File: src/pm_pkg.sv
/*
 * Constants, register map and types for the host and line-driver pin
 * function multiplexer.
 * Assumes a single 40 MHz core clock and a synchronous active-low reset.
 */
package pm_pkg;

	// ------------------------------------------------------------
	// Timing
	// ------------------------------------------------------------
	localparam int CLK_PERIOD_NS = 25;
	// Strap sampling window after reset release (least time)
	localparam int STRAP_CAPTURE_NS = 250;
	localparam int STRAP_CYCLES = (STRAP_CAPTURE_NS + CLK_PERIOD_NS - 1) / CLK_PERIOD_NS;
	localparam int CAP_W = 4;
	localparam logic [CAP_W-1:0] CAP_LOAD = CAP_W'(STRAP_CYCLES - 1);
	// Fastest multiplexed-bus clock the host may supply
	localparam int HOST_CLK_MAX_KHZ = 8000;

	// ------------------------------------------------------------
	// Register bus
	// ------------------------------------------------------------
	localparam int ADDR_W = 4;
	localparam int DATA_W = 16;
	localparam logic [ADDR_W-1:0] REG_CONFIG = 4'h0;
	localparam logic [ADDR_W-1:0] REG_DRIVE = 4'h1;
	localparam logic [ADDR_W-1:0] REG_PULL_EN = 4'h2;
	localparam logic [ADDR_W-1:0] REG_PULL_UP = 4'h3;
	localparam logic [ADDR_W-1:0] REG_STATUS = 4'h4;

	// ------------------------------------------------------------
	// Field layouts
	// ------------------------------------------------------------
	localparam int CFG_W = 10;
	localparam int CFG_LDT_LSB = 0;
	localparam int CFG_STB1_LSB = 2;
	localparam int CFG_STB2_LSB = 5;
	localparam int CFG_STB1_EN = 8;
	localparam int CFG_STB2_EN = 9;
	localparam logic [1:0] LDT_TRANSCEIVER = 2'h0;
	localparam int DRV_W = 6;
	localparam int DRV_DATA = 0;
	localparam int DRV_STRAP = 1;
	localparam int DRV_CKOUT = 5;
	localparam int PULL_W = 9;
	localparam int ST_IF_LSB = 0;
	localparam int ST_CLK_LSB = 2;
	localparam int ST_ASYNC = 4;
	localparam int ST_BUSY = 5;
	localparam logic [CFG_W-1:0] CFG_RESET = 10'h000;
	localparam logic [DRV_W-1:0] DRV_RESET = 6'h00;
	localparam logic [PULL_W-1:0] PULL_RESET = 9'h000;

	// ------------------------------------------------------------
	// Shared strap pins and synchroniser layout
	// ------------------------------------------------------------
	localparam int SP_TICK = 0;
	localparam int SP_TX_ONE = 1;
	localparam int SP_ARM = 2;
	localparam int SP_MACROTICK = 3;
	localparam int SY_ADDR = 0;
	localparam int SY_ASEL = 6;
	localparam int SY_OE = 9;
	localparam int SY_ASEL_HI = 10;
	localparam int SY_DATA = 12;
	localparam int SY_CE = 28;
	localparam int SY_WE = 29;
	localparam int SY_HCLK = 30;
	localparam int SY_RX = 31;
	localparam int SY_STRAP = 33;
	localparam int SY_W = 37;

	typedef enum logic [0:0] {PM_CAPTURE, PM_RUN} pm_phase_t;

endpackage : pm_pkg

File: src/pm_pin_mux.sv
/*
 * Pin function multiplexer of the communication controller: host port role
 * selection, strap capture, guardian/debug pin sharing, receive routing and
 * pad drive/pull control.
 * Assumes every pin input is asynchronous to clk and that core-side signals
 * are on clk.
 */
module pm_pin_mux
	import pm_pkg::*;
#(
	// Interface strap code -> 1 selects async memory port
	parameter logic [3:0] IF_ASYNC_LUT = 4'h1,
	// Clock strap code -> half period in clk cycles, 8 bits per code
	parameter logic [31:0] CLK_DIV_LUT = 32'h08040201,
	parameter int DBG_EVENTS = 8,
	parameter int DBG_SEL_W = 3
) (
	// Clock and reset
	input wire logic clk,
	input wire logic nrst,
	// Register port
	input wire logic [pm_pkg::ADDR_W-1:0] reg_addr,
	input wire logic [pm_pkg::DATA_W-1:0] reg_wdata,
	input wire logic reg_we,
	input wire logic reg_re,
	output logic [pm_pkg::DATA_W-1:0] reg_rdata,
	// Host pins
	input wire logic [5:0] addr_pin_in,
	input wire logic [2:0] asel_low_pin_in,
	input wire logic oe_asel3_pin_in,
	input wire logic [1:0] asel_high_pin_in,
	input wire logic [15:0] data_pin_in,
	output logic [15:0] data_pin_out,
	output logic data_pin_oe,
	input wire logic ce_lbs_pin_in,
	input wire logic we_rw_pin_in,
	input wire logic host_bus_clock_in,
	// Async memory port to core
	output logic async_memory_host_mode,
	output logic [8:0] mem_addr,
	output logic [15:0] mem_wdata,
	output logic mem_we,
	output logic size_select_n,
	input wire logic [15:0] mem_rdata,
	// Multiplexed bus to core
	output logic [5:0] expanded_address_line,
	output logic [5:0] address_select_input,
	output logic [15:0] mux_ad,
	output logic low_byte_strobe,
	output logic read_write_select,
	output logic host_bus_clock,
	input wire logic mux_drive_req,
	// Shared guardian / debug / strap pins
	input wire logic guardian_tick_out,
	input wire logic guardian_macrotick_out,
	input wire logic guardian_arm_out,
	input wire logic tx_data_one,
	input wire logic [DBG_EVENTS-1:0] debug_event,
	input wire logic [3:0] strap_pin_in,
	output logic [3:0] strap_pin_out,
	output logic [3:0] strap_pin_oe,
	output logic [3:0] strap_pin_pd,
	// Clock output
	output logic external_clock_output,
	// Receive data
	input wire logic [1:0] rx_pin_in,
	output logic [1:0] transceiver_receive_data,
	output logic [1:0] differential_receive_data,
	// Pad controls
	output logic [pm_pkg::DRV_W-1:0] drive_reduced,
	output logic [pm_pkg::PULL_W-1:0] pull_enable,
	output logic [pm_pkg::PULL_W-1:0] pull_up_select
);
	import pm_pkg::*;

	// ------------------------------------------------------------
	// State
	// ------------------------------------------------------------
	typedef struct packed {
		logic [SY_W-1:0] s1;
		logic [SY_W-1:0] s2;
		logic [SY_W-1:0] s3;
		pm_phase_t phase;
		logic [CAP_W-1:0] cap_cnt;
		logic [1:0] if_strap;
		logic [1:0] clk_strap;
		logic async_mode;
		logic [CFG_W-1:0] cfg;
		logic [DRV_W-1:0] drv;
		logic [PULL_W-1:0] pen;
		logic [PULL_W-1:0] pup;
		logic [DATA_W-1:0] rdata;
		logic [8:0] maddr;
		logic [15:0] mwdata;
		logic mwe;
		logic size_n;
		logic [15:0] dout;
		logic doe;
		logic [5:0] xal;
		logic [5:0] asel;
		logic [15:0] ad;
		logic lbs;
		logic rw;
		logic hclk;
		logic [3:0] sp_out;
		logic [3:0] sp_oe;
		logic [3:0] sp_pd;
		logic [7:0] div_cnt;
		logic ckout;
		logic [1:0] rx_trx;
		logic [1:0] rx_diff;
	} pm_regs_t;

	pm_regs_t q;
	pm_regs_t d;

	// ------------------------------------------------------------
	// Helpers
	// ------------------------------------------------------------
	function automatic logic [7:0] div_half(input logic [1:0] code);
		div_half = CLK_DIV_LUT[{code, 3'h0} +: 8];
	endfunction : div_half

	function automatic logic dbg_pick(input logic [DBG_EVENTS-1:0] ev,
		input logic [DBG_SEL_W-1:0] sel);
		dbg_pick = ev[sel];
	endfunction : dbg_pick

	logic [SY_W-1:0] sync_in;
	logic we_rise;
	logic [DBG_SEL_W-1:0] stb1_sel, stb2_sel;

	assign sync_in = {strap_pin_in, rx_pin_in, host_bus_clock_in, we_rw_pin_in,
		ce_lbs_pin_in, data_pin_in, asel_high_pin_in, oe_asel3_pin_in,
		asel_low_pin_in, addr_pin_in};
	// Data is taken when the strobe ends, where it is known to be settled
	assign we_rise = q.s2[SY_WE] && !q.s3[SY_WE] && !q.s3[SY_CE];
	assign stb1_sel = q.cfg[CFG_STB1_LSB +: DBG_SEL_W];
	assign stb2_sel = q.cfg[CFG_STB2_LSB +: DBG_SEL_W];

	// ------------------------------------------------------------
	// Next state
	// ------------------------------------------------------------
	always_comb begin
		d = q;
		d.s1 = sync_in;
		d.s2 = q.s1;
		d.s3 = q.s2;
		d.rdata = '0;
		d.mwe = 1'b0;

		// Strap window: pins released and pulled down until latched
		case (q.phase)
			PM_CAPTURE: begin
				d.sp_out = 4'h0;
				d.sp_oe = 4'h0;
				d.sp_pd = 4'hF;
				if (q.cap_cnt == '0) begin
					d.if_strap = q.s2[SY_STRAP +: 2];
					d.clk_strap = q.s2[SY_STRAP + 2 +: 2];
					d.async_mode = IF_ASYNC_LUT[q.s2[SY_STRAP +: 2]];
					d.phase = PM_RUN;
				end else begin
					d.cap_cnt = q.cap_cnt - 1'b1;
				end
			end
			PM_RUN: begin
				d.sp_oe = 4'hF;
				d.sp_pd = 4'h0;
				// Guardian functions ignore the line driver type
				d.sp_out[SP_TICK] = q.cfg[CFG_STB2_EN] ? dbg_pick(debug_event, stb2_sel)
					: guardian_tick_out;
				d.sp_out[SP_ARM] = q.cfg[CFG_STB1_EN] ? dbg_pick(debug_event, stb1_sel)
					: guardian_arm_out;
				d.sp_out[SP_MACROTICK] = guardian_macrotick_out;
				d.sp_out[SP_TX_ONE] = tx_data_one;
			end
			default: begin
				d.phase = PM_CAPTURE;
			end
		endcase

		// Clock output divider keeps running through the strap window
		if (q.div_cnt == 8'h00) begin
			d.ckout = ~q.ckout;
			d.div_cnt = div_half(q.clk_strap) - 8'h01;
		end else begin
			d.div_cnt = q.div_cnt - 8'h01;
		end

		// Host port roles
		d.doe = 1'b0;
		d.xal = '0;
		d.asel = '0;
		d.ad = '0;
		d.lbs = 1'b0;
		d.rw = 1'b0;
		d.hclk = 1'b0;
		d.size_n = 1'b1;
		if (q.phase == PM_RUN && q.async_mode) begin
			// Read drive follows output enable and chip enable, both low
			d.doe = !q.s2[SY_OE] && !q.s2[SY_CE];
			d.dout = mem_rdata;
			d.size_n = q.s2[SY_CE];
			if (we_rise) begin
				d.mwe = 1'b1;
				d.maddr = {q.s3[SY_ASEL +: 3], q.s3[SY_ADDR +: 6]};
				d.mwdata = q.s3[SY_DATA +: 16];
			end
		end else if (q.phase == PM_RUN) begin
			d.doe = mux_drive_req;
			d.dout = mem_rdata;
			d.xal = q.s2[SY_ADDR +: 6];
			d.asel = {q.s2[SY_ASEL_HI +: 2], q.s2[SY_OE], q.s2[SY_ASEL +: 3]};
			d.ad = q.s2[SY_DATA +: 16];
			d.lbs = q.s2[SY_CE];
			d.rw = q.s2[SY_WE];
			// Sampled at 40 MHz; valid only up to the 8 MHz host limit
			d.hclk = q.s2[SY_HCLK];
		end

		// Receive routing; idle channel parks at recessive high
		if (q.cfg[CFG_LDT_LSB +: 2] == LDT_TRANSCEIVER) begin
			d.rx_trx = q.s2[SY_RX +: 2];
			d.rx_diff = 2'h3;
		end else begin
			d.rx_trx = 2'h3;
			d.rx_diff = q.s2[SY_RX +: 2];
		end

		// Register port
		if (reg_we) begin
			case (reg_addr)
				REG_CONFIG: d.cfg = reg_wdata[CFG_W-1:0];
				REG_DRIVE: d.drv = reg_wdata[DRV_W-1:0];
				REG_PULL_EN: d.pen = reg_wdata[PULL_W-1:0];
				REG_PULL_UP: d.pup = reg_wdata[PULL_W-1:0];
				default: d.cfg = q.cfg;
			endcase
		end
		if (reg_re) begin
			case (reg_addr)
				REG_CONFIG: d.rdata = DATA_W'(q.cfg);
				REG_DRIVE: d.rdata = DATA_W'(q.drv);
				REG_PULL_EN: d.rdata = DATA_W'(q.pen);
				REG_PULL_UP: d.rdata = DATA_W'(q.pup);
				REG_STATUS: begin
					d.rdata[ST_IF_LSB +: 2] = q.if_strap;
					d.rdata[ST_CLK_LSB +: 2] = q.clk_strap;
					d.rdata[ST_ASYNC] = q.async_mode;
					d.rdata[ST_BUSY] = (q.phase == PM_CAPTURE);
				end
				default: d.rdata = '0;
			endcase
		end

		if (!nrst) begin
			d = '0;
			d.phase = PM_CAPTURE;
			d.cap_cnt = CAP_LOAD;
			d.sp_pd = 4'hF;
			d.size_n = 1'b1;
			d.rx_trx = 2'h3;
			d.rx_diff = 2'h3;
			d.cfg = CFG_RESET;
			d.drv = DRV_RESET;
			d.pen = PULL_RESET;
			d.pup = PULL_RESET;
		end
	end

	always_ff @(posedge clk) begin
		q <= d;
	end

	// ------------------------------------------------------------
	// Outputs
	// ------------------------------------------------------------
	assign reg_rdata = q.rdata;
	assign data_pin_out = q.dout;
	assign data_pin_oe = q.doe;
	assign async_memory_host_mode = q.async_mode;
	assign mem_addr = q.maddr;
	assign mem_wdata = q.mwdata;
	assign mem_we = q.mwe;
	assign size_select_n = q.size_n;
	assign expanded_address_line = q.xal;
	assign address_select_input = q.asel;
	assign mux_ad = q.ad;
	assign low_byte_strobe = q.lbs;
	assign read_write_select = q.rw;
	assign host_bus_clock = q.hclk;
	assign strap_pin_out = q.sp_out;
	assign strap_pin_oe = q.sp_oe;
	assign strap_pin_pd = q.sp_pd;
	assign external_clock_output = q.ckout;
	assign transceiver_receive_data = q.rx_trx;
	assign differential_receive_data = q.rx_diff;
	assign drive_reduced = q.drv;
	assign pull_enable = q.pen;
	assign pull_up_select = q.pup;
endmodule : pm_pin_mux

File: config.mk
export PLATFORM = sky130hd
export DESIGN_NAME = pm_pin_mux
export DESIGN_NICKNAME = d
export VERILOG_FILES = /design/src/pm_pkg.sv /design/src/pm_pin_mux.sv
export SDC_FILE = /design/constraint.sdc
export NUM_CORES = 1
export LEC_CHECK = 0
export ABC_CLOCK_PERIOD_IN_PS = 2500
export BUFFER_PORTS_ARGS = -buffer_cell sky130_fd_sc_hd__buf_2
export CAP_MARGIN = 0
export CORE_MARGIN = 2
export CORE_UTILIZATION = 35
export DETAILED_ROUTE_END_ITERATION = 10
export GPL_TIMING_DRIVEN = 0
export PLACE_DENSITY = 0.55
export SYNTH_ARGS = -nofsm -noshare
export SYNTH_HDL_FRONTEND = slang
export SYNTH_SLANG_ARGS = --single-unit
File: constraint.sdc
create_clock -name clk -period 2.5 [get_ports clk]
set_input_delay 0.125 -clock clk [delete_from_list [all_inputs] [get_ports clk]]
set_output_delay 0.125 -clock clk [all_outputs]
set_load 0.02 [all_outputs]
==> impl_metrics.csv, run 1 <==
group,metric,value,unit
outcome,status,"finished clean",
logic_synthesis,synth_top_area_share,52.93,%
logic_synthesis,synth_seq_cells,249,
clocking,cts_root_buffer,"clkbuf_16",
floorplan,start_util,35.34,%
sta,period_share,83.58,%
setup_path,rr_worst_depth,7,
logic_synthesis,seq_area_frac_synth,52.93,%
worst_hold_path,whs_path_depth,4,
grt,antenna_found_initial,0,
setup_path,ff2ff_setup_slack,0.41,ns
floorplan,io_pins,223,
setup_path,cp_cell_sequence,"or4_4 > nor4_1 > nor2_1 > ha_1 > nor3b_1 > a21o_1 > a21oi_1",
route,drt_iter0_drc,339,
cells_and_area,drive_gt1_share,32.34,%
setup_path,cpMaxStageDelayCell,"or4_4",
sta,timing.hold.ws,0.09699,ns
logic_synthesis,yosys.area.top_type,"dfxtp_1",
setup_path,crit-reg2reg-launch,"q[6]",
sta,max_freq,0.4786,GHz
route,postRouteAntennaNets,0,
clocking,htreeDepth,1,
sta,drv_slew,0,
worst_hold_path,min-delay-start,"reg_addr[3]",
route,totalWireLength,23050,um
clocking,cts.sinks,249,
route,firstDrtPassIters,5,
route,vias_per_cell,4.415,
floorplan,num_rows,60,
sta,hold_viol_final,0,
cells_and_area,antenna_cells,0,
pwr,vdd_drop_max,0.4273,mV
setup_path,worst_r2r_endpoint,"q[11]",
cells_and_area,nets,1345,
sta,period_minus_slack,2.089,ns
sta,tightest_slew,0.6838,ns
worst_hold_path,min_path_type,"in -> reg",
setup_path,cp.required,2.96,ns
logic_synthesis,postSynthAreaPerCell,10.02,um^2
logic_synthesis,yosys_warnings,0,
place,numPortBuffers,208,
logic_synthesis,synth_ff_type,"dfxtp_1",
place,dpl.hpwl,16230,um
logic_synthesis,synth_edf_count,0,
route,vias,7131,
worst_hold_path,min_to,"q[142]",
logic_synthesis,netlist_instances,940,
grt,grt_pass1_wl,36000,um
logic_synthesis,synth_area,9418,um^2
sta,slew_headroom,54.03,%
floorplan,die-width,168.0,um
logic_synthesis,synth.area.top_cells,"dfxtp_1 53%, buf_4 10%, and2_1 8.8%, mux2i_1 3.4%, o21ai_0 2.7%",
clocking,cts_buffer_depth,3,
route,drc,0,
pwr,leakage,5.777,nW
grt,grt_use_total,15.93,%
route,avgRoutedWirePerCell,14.27,um
floorplan,core_area,26650,um^2
setup_path,arrival,2.55,ns
floorplan,die_y,168.0,um
sta,setup_violations,0,
grt,grt_max_degree,15,
grt,grt_pass1_vias,6923,
clocking,numCtsBuffers,28,
logic_synthesis,synthArstFlopShare,0,%
pwr,power_density,751.0,nW/um^2
setup_path,end_kind,"flip-flop",
setup_path,crit_path_max_fanout,5,
logic_synthesis,synth.distinct_cells,49,
place,gp_congestion,0.8501,
run,cap_violations,0,
clocking,cts_tree,"built",
setup_path,critPathKind,"reg -> reg",
sta,fin_skew,0.01037,ns
floorplan,dieArea,28240,um^2
setup_path,max_stage_delay,0.57,ns
cells_and_area,syn_to_final_growth,33.40,%
clocking,insertion_delay,0.54,ns
grt,grt-ovfl-total,0,
sta,setup-tns-final,0,ns
sta,rsz0062_at_grt,"no",
setup_path,cp-start-kind,"flip-flop",
clocking,clkSlewWorstSetupHoldPaths,0.06,ns
[layout by cell type, fill, tap and decap left out, types with 28 or more instances in the layout]
cell	count
dfxtp_1	249
mux2i_1	32
o21ai_0	50
dlygate4sd3_1	70
buf_4	125
nand3_1	36
and2_1	132
buf_2	221
clkbuf_16	28
and3_1	28
nor2_1	38
clkbuf_1	50
a21oi_1	49
[registers in the layout, summed over array words and instances (netlist names), 4 cells and up]
signal and count:
pull_enable 9, expanded_address_line 6, mem_addr 9, mem_wdata 16, pull_up_select 9, address_select_input 6, drive_reduced 6, mux_ad 16
reg_rdata 10, strap_pin_out 4, data_pin_out 16, q 128
[cell families (layout without fill, tap and decap cells)]
family	count (synthesis)	in the layout	synth area share, %
other	1	6	0.03982
buffers and inverters	192	521	12.81
adders and majority gates	2	2	0.2657
AOI/OAI and AO/OA	165	165	10.52
DFF	249	249	52.93
and+or+nand+nor	288	288	18.48
muxes	43	43	4.956
[synthesized netlist by cell type (all sizes together) (9+ instances only)]
master / number
o21ai: 51
nor2: 38
mux2i: 32
a22oi: 9
mux2: 9
and3b: 11
clkbuf: 46
a21boi: 25
o21a: 25
a21oi: 49
buf: 138
dfxtp: 249
and2: 132
nand3: 36
and3: 28
[area by class of cell]
class	count	area, um^2
multi-input cells	504	3246
well taps	341	426.7
plain buffers	184	1176
clock inverters	12	146.4
repair buffers	278	1742
flip-flops and latches	249	4985
clock buffers	39	812.0
inverters	8	30.03
fillers	2556	14090
[worst max-delay path: cells and delay by family (launching register included)]
| kind | cells | cell delay [ns] |
|---|---|---|
| simple gates | 4 | 1.15 |
| flops | 1 | 0.34 |
| compound gates | 2 | 0.31 |
| fa+ha+maj | 1 | 0.21 |
[through the flow]
step	util (%)	worst slack (ns)	cells	power [mW]	area, um^2
2_1_floorplan	-	0.5823	945	4.959	9437
3_3_place_gp	40.92	0.4410	1494	5.246	10900
3_5_place_dp	40.92	0.4458	1494	5.255	10900
4_1_cts	47.14	0.4180	1615	9.546	12560
5_1_grt	47.14	0.2213	1615	9.844	12560
6_report	47.14	0.4106	1615	9.435	12560
[what timing repair did]
action	in CTS	in global routing
resized for setup	0	0
hold buffers	70	0
buffers inserted	0	0
endpoints found under the setup margin	0	0
hold endpoints to repair	94	0
[where the power goes]
group / internal [mW] / total [mW] / switching (mW)
logic: 0.481 / 0.998 / 0.517
clock network: 2.57 / 4.18 / 1.62
registers: 4.14 / 4.25 / 0.112
total: 7.19 / 9.43 / 2.25
[metal layers]
layer  GRT usage (%)  routed length [um]
met5               0                   0
met4           4.083                 496
met3           3.667                1434
met2           27.25               10630
met1           20.31               10480
[how the worst max path moves through the flow]
stage	start	end	slack, ns	cells past startpoint
final	q[6]	q[11]	0.41	7
after global routing	q[11]	q[11]	0.22	7
after CTS	q[6]	q[9]	0.42	7
after detailed placement	q[5]	q[9]	0.45	7
after global placement	q[11]	q[11]	0.44	7
after floorplan	q[6]	q[11]	0.58	7
No activity file was read; power rests on OpenSTA's default activity.
==> run 2, diff against run 1 <==
ABC_AREA = 1   (was default)
ABC_CLOCK_PERIOD_IN_PS = 1860   (was 2500)
PLACE_DENSITY = 0.57   (was 0.55)
clock period = 1.86 ns   (was 2.5 ns; I/O delays follow)
==> run 2 against run 1 <==
First-iteration DRC count down 0.29%. Combinational power is 54% higher. Wire length shrank 4.5%.
==> impl_metrics.csv, run 2 <==
group,metric,value,unit
outcome,status,"finished clean",
clocking,cts.sinks,249,
grt,busiest_layer,"met2",
cells_and_area,regMostFlops,"q",
cells_and_area,nets,1514,
grt,grt_pass1_wl,33820,um
grt,grt_use_total,15.66,%
clocking,cts_root_buffer,"clkbuf_16",
logic_synthesis,synth_most_common_cell,"dfxtp_1",
logic_synthesis,postSynthAreaPerCell,8.246,um^2
sta,worst_slack,0.2282,ns
setup_path,crit_path_max_fanout,5,
pwr,vdd_drop_max,0.5875,mV
setup_path,rr_worst_depth,9,
cells_and_area,antenna_cells,0,
place,place_ws,0.2033,ns
floorplan,io_pins,223,
clocking,htreeDepth,1,
run,cap_violations,0,
logic_synthesis,synth_area,9136,um^2
sta,slew_headroom,60.88,%
logic_synthesis,yosys.area.top_type,"dfxtp_1",
logic_synthesis,synthArstFlopShare,0,%
setup_path,crit_end,"q[9]",
pwr,leakage,6.501,nW
pwr,power_frac_seq,44.4,%
place,gp_congestion,0.8604,
sta,period_minus_slack,1.632,ns
setup_path,ff2ff_setup_slack,0.23,ns
sta,fin_skew,0.008723,ns
logic_synthesis,netlist_instances,1108,
grt,antenna_found_initial,1,
setup_path,critical_path.startpoint,"q[9]",
place,dpl.hpwl,15830,um
logic_synthesis,synth_top_area_share,54.56,%
setup_path,max_stage_delay,0.38,ns
setup_path,cp-start-kind,"flip-flop",
logic_synthesis,synth_ff_type,"dfxtp_1",
cells_and_area,syn_to_final_growth,34.52,%
route,totalWireLength,22010,um
setup_path,arrival,2.03,ns
grt,grt_max_degree,15,
logic_synthesis,synth_edf_count,0,
sta,max_freq,0.6128,GHz
route,drt_iter0_drc,338,
cells_and_area,final_cell_count_no_fill,1777,
route,vias,7372,
pwr,p_int,9.783,mW
setup_path,crit-reg2reg-launch,"q[9]",
pwr,finalPower,12.93,mW
clocking,insertion_delay,0.52,ns
logic_synthesis,seq_area_frac_synth,54.56,%
worst_hold_path,min_path_type,"in -> reg",
grt,use_met3,3.372,%
pwr,clock_power_share,43.7,%
setup_path,cpMostUsedCell,"nor2_2",
logic_synthesis,synth_seq_cells,249,
route,postRouteAntennaNets,0,
clocking,numCtsBuffers,27,
floorplan,start_util,35.36,%
setup_path,worst_r2r_endpoint,"q[9]",
logic_synthesis,ys_top_cells_by_count,"249 x dfxtp_1, 189 x inv_1, 176 x nand2_1, 127 x buf_4, 116 x nor2_1",
sta,hold_viol_final,0,
setup_path,cpMaxStageDelayCell,"dfxtp_1",
clocking,cts_buffer_depth,3,
route,drc,0,
cells_and_area,layout_commonest_cell,"dfxtp_1",
sta,setup-tns-final,0,ns
pwr,comb_power_share,11.9,%
cells_and_area,final_cell_mix,"249 x dfxtp_1, 229 x buf_2, 189 x inv_1",
setup_path,end_kind,"flip-flop",
floorplan,dieArea,27410,um^2
floorplan,core_area,25840,um^2
place,numPortBuffers,209,
pwr,power_density,1052,nW/um^2
floorplan,die-width,165.6,um
clocking,clkSlewWorstSetupHoldPaths,0.06,ns
pwr,p_switching,3.149,mW
route,firstDrtPassIters,5,
route,vias_per_cell,4.149,
setup_path,cp_cell_sequence,"nor2_2 > nand2_2 > nor2_4 > a21oi_2 > ha_1 > nand3_2 > nor2_2 > xnor2_1 > nor2_1",
grt,grt_pass1_vias,6796,
sta,rsz0062_at_grt,"no",
place,dp.cells,1657,
clocking,cts.repair.resized,0,
grt,met2_usage,26.57,%
grt,grt-ovfl-total,0,
setup_path,critPathKind,"reg -> reg",
floorplan,die_y,165.6,um
route,avgRoutedWirePerCell,12.39,um
floorplan,num_rows,59,
cells_and_area,drive_gt1_share,29.82,%
grt,met1_usage,19.75,%
pwr,p_sw_share,24.35,%
sta,tightest_slew,0.5869,ns
logic_synthesis,yosys_warnings,0,
logic_synthesis,synth.distinct_cells,33,
clocking,cts_tree,"built",
logic_synthesis,synth.area.top_cells,"dfxtp_1 55%, buf_4 10%, inv_1 7.8%, nand2_1 7.2%, nor2_1 4.8%",
sta,setup_violations,0,
sta,period_share,87.73,%
cells_and_area,largest_register_ffs,128,
setup_path,cp.required,2.25,ns
sta,drv_slew,0,
sta,timing.hold.ws,0.04180,ns
run 2: metal layers:
metal,routed length (um),up-vias
met1,9804,3218
met5,0,-
met3,1711,48
li1,-,3846
met2,9878,260
met4,618,0
run 2: worst min path at each step:
stage / start / endpoint / slack, ns / cells after the start
after floorplan: addr_pin_in[0] / q[234] / 0.19 / 2
after global placement: asel_high_pin_in[0] / q[244] / 0.28 / 3
after detailed placement: data_pin_in[14] / q[260] / 0.28 / 3
after CTS: debug_event[4] / strap_pin_out[0] / 0.01 / 5
after global routing: reg_we / pull_up_select[4] / 0.08 / 3
final: debug_event[4] / strap_pin_out[0] / 0.04 / 5
run 2: cell families after synthesis:
group	count (synthesis)	share of synthesized area [%]
adder cells (fa/ha/maj)	2	0.2739
XOR/XNOR	2	0.1918
buffers and inverters	356	20.31
other	1	0.04105
flip-flops	249	54.56
AO/OA/AOI/OAI	147	8.628
AND/OR/NAND/NOR	351	16.00
run 2: power by group through the flow:
| stage | logic (mW) | registers, mW | clock network (mW) |
|---|---|---|---|
| after global placement | 1.42 | 5.85 | 0 |
| final | 1.54 | 5.74 | 5.65 |
| after floorplan | 1.05 | 5.83 | 0 |
| after CTS | 1.56 | 5.74 | 5.80 |
| after detailed placement | 1.43 | 5.86 | 0 |
| after global routing | 1.74 | 5.78 | 6.02 |
run 2: layout make-up:
cell class              instances  area [um^2]
well taps                     335        419.2
clock buffers                  37        793.3
repair buffers                280         1757
plain buffers                 163         1129
fillers                      2577        13550
flip-flops and latches        249         4985
inverters                     193        726.9
multi-input cells             508         2315
clock inverters                12        166.4
run 2: through the flow:
step	utilization, %	area [um^2]
2_1_floorplan	-	9155
3_3_place_gp	41.10	10620
3_5_place_dp	41.10	10620
4_1_cts	47.57	12290
5_1_grt	47.57	12290
6_report	47.57	12290
run 2: timing repair:
action / CTS / global route
endpoints found under the hold margin: 94 / 0
hold buffers: 71 / 0
buffers inserted: 0 / 0
run 2: worst max-delay path: cells and delay by family, from the launching register on:
family,cells,cell delay (ns)
xor gates and xnor gates,1,0.13
and+or+nand+nor,6,0.49
DFF,1,0.38
AOI/OAI and AO/OA,1,0.26
adders and majority gates,1,0.24
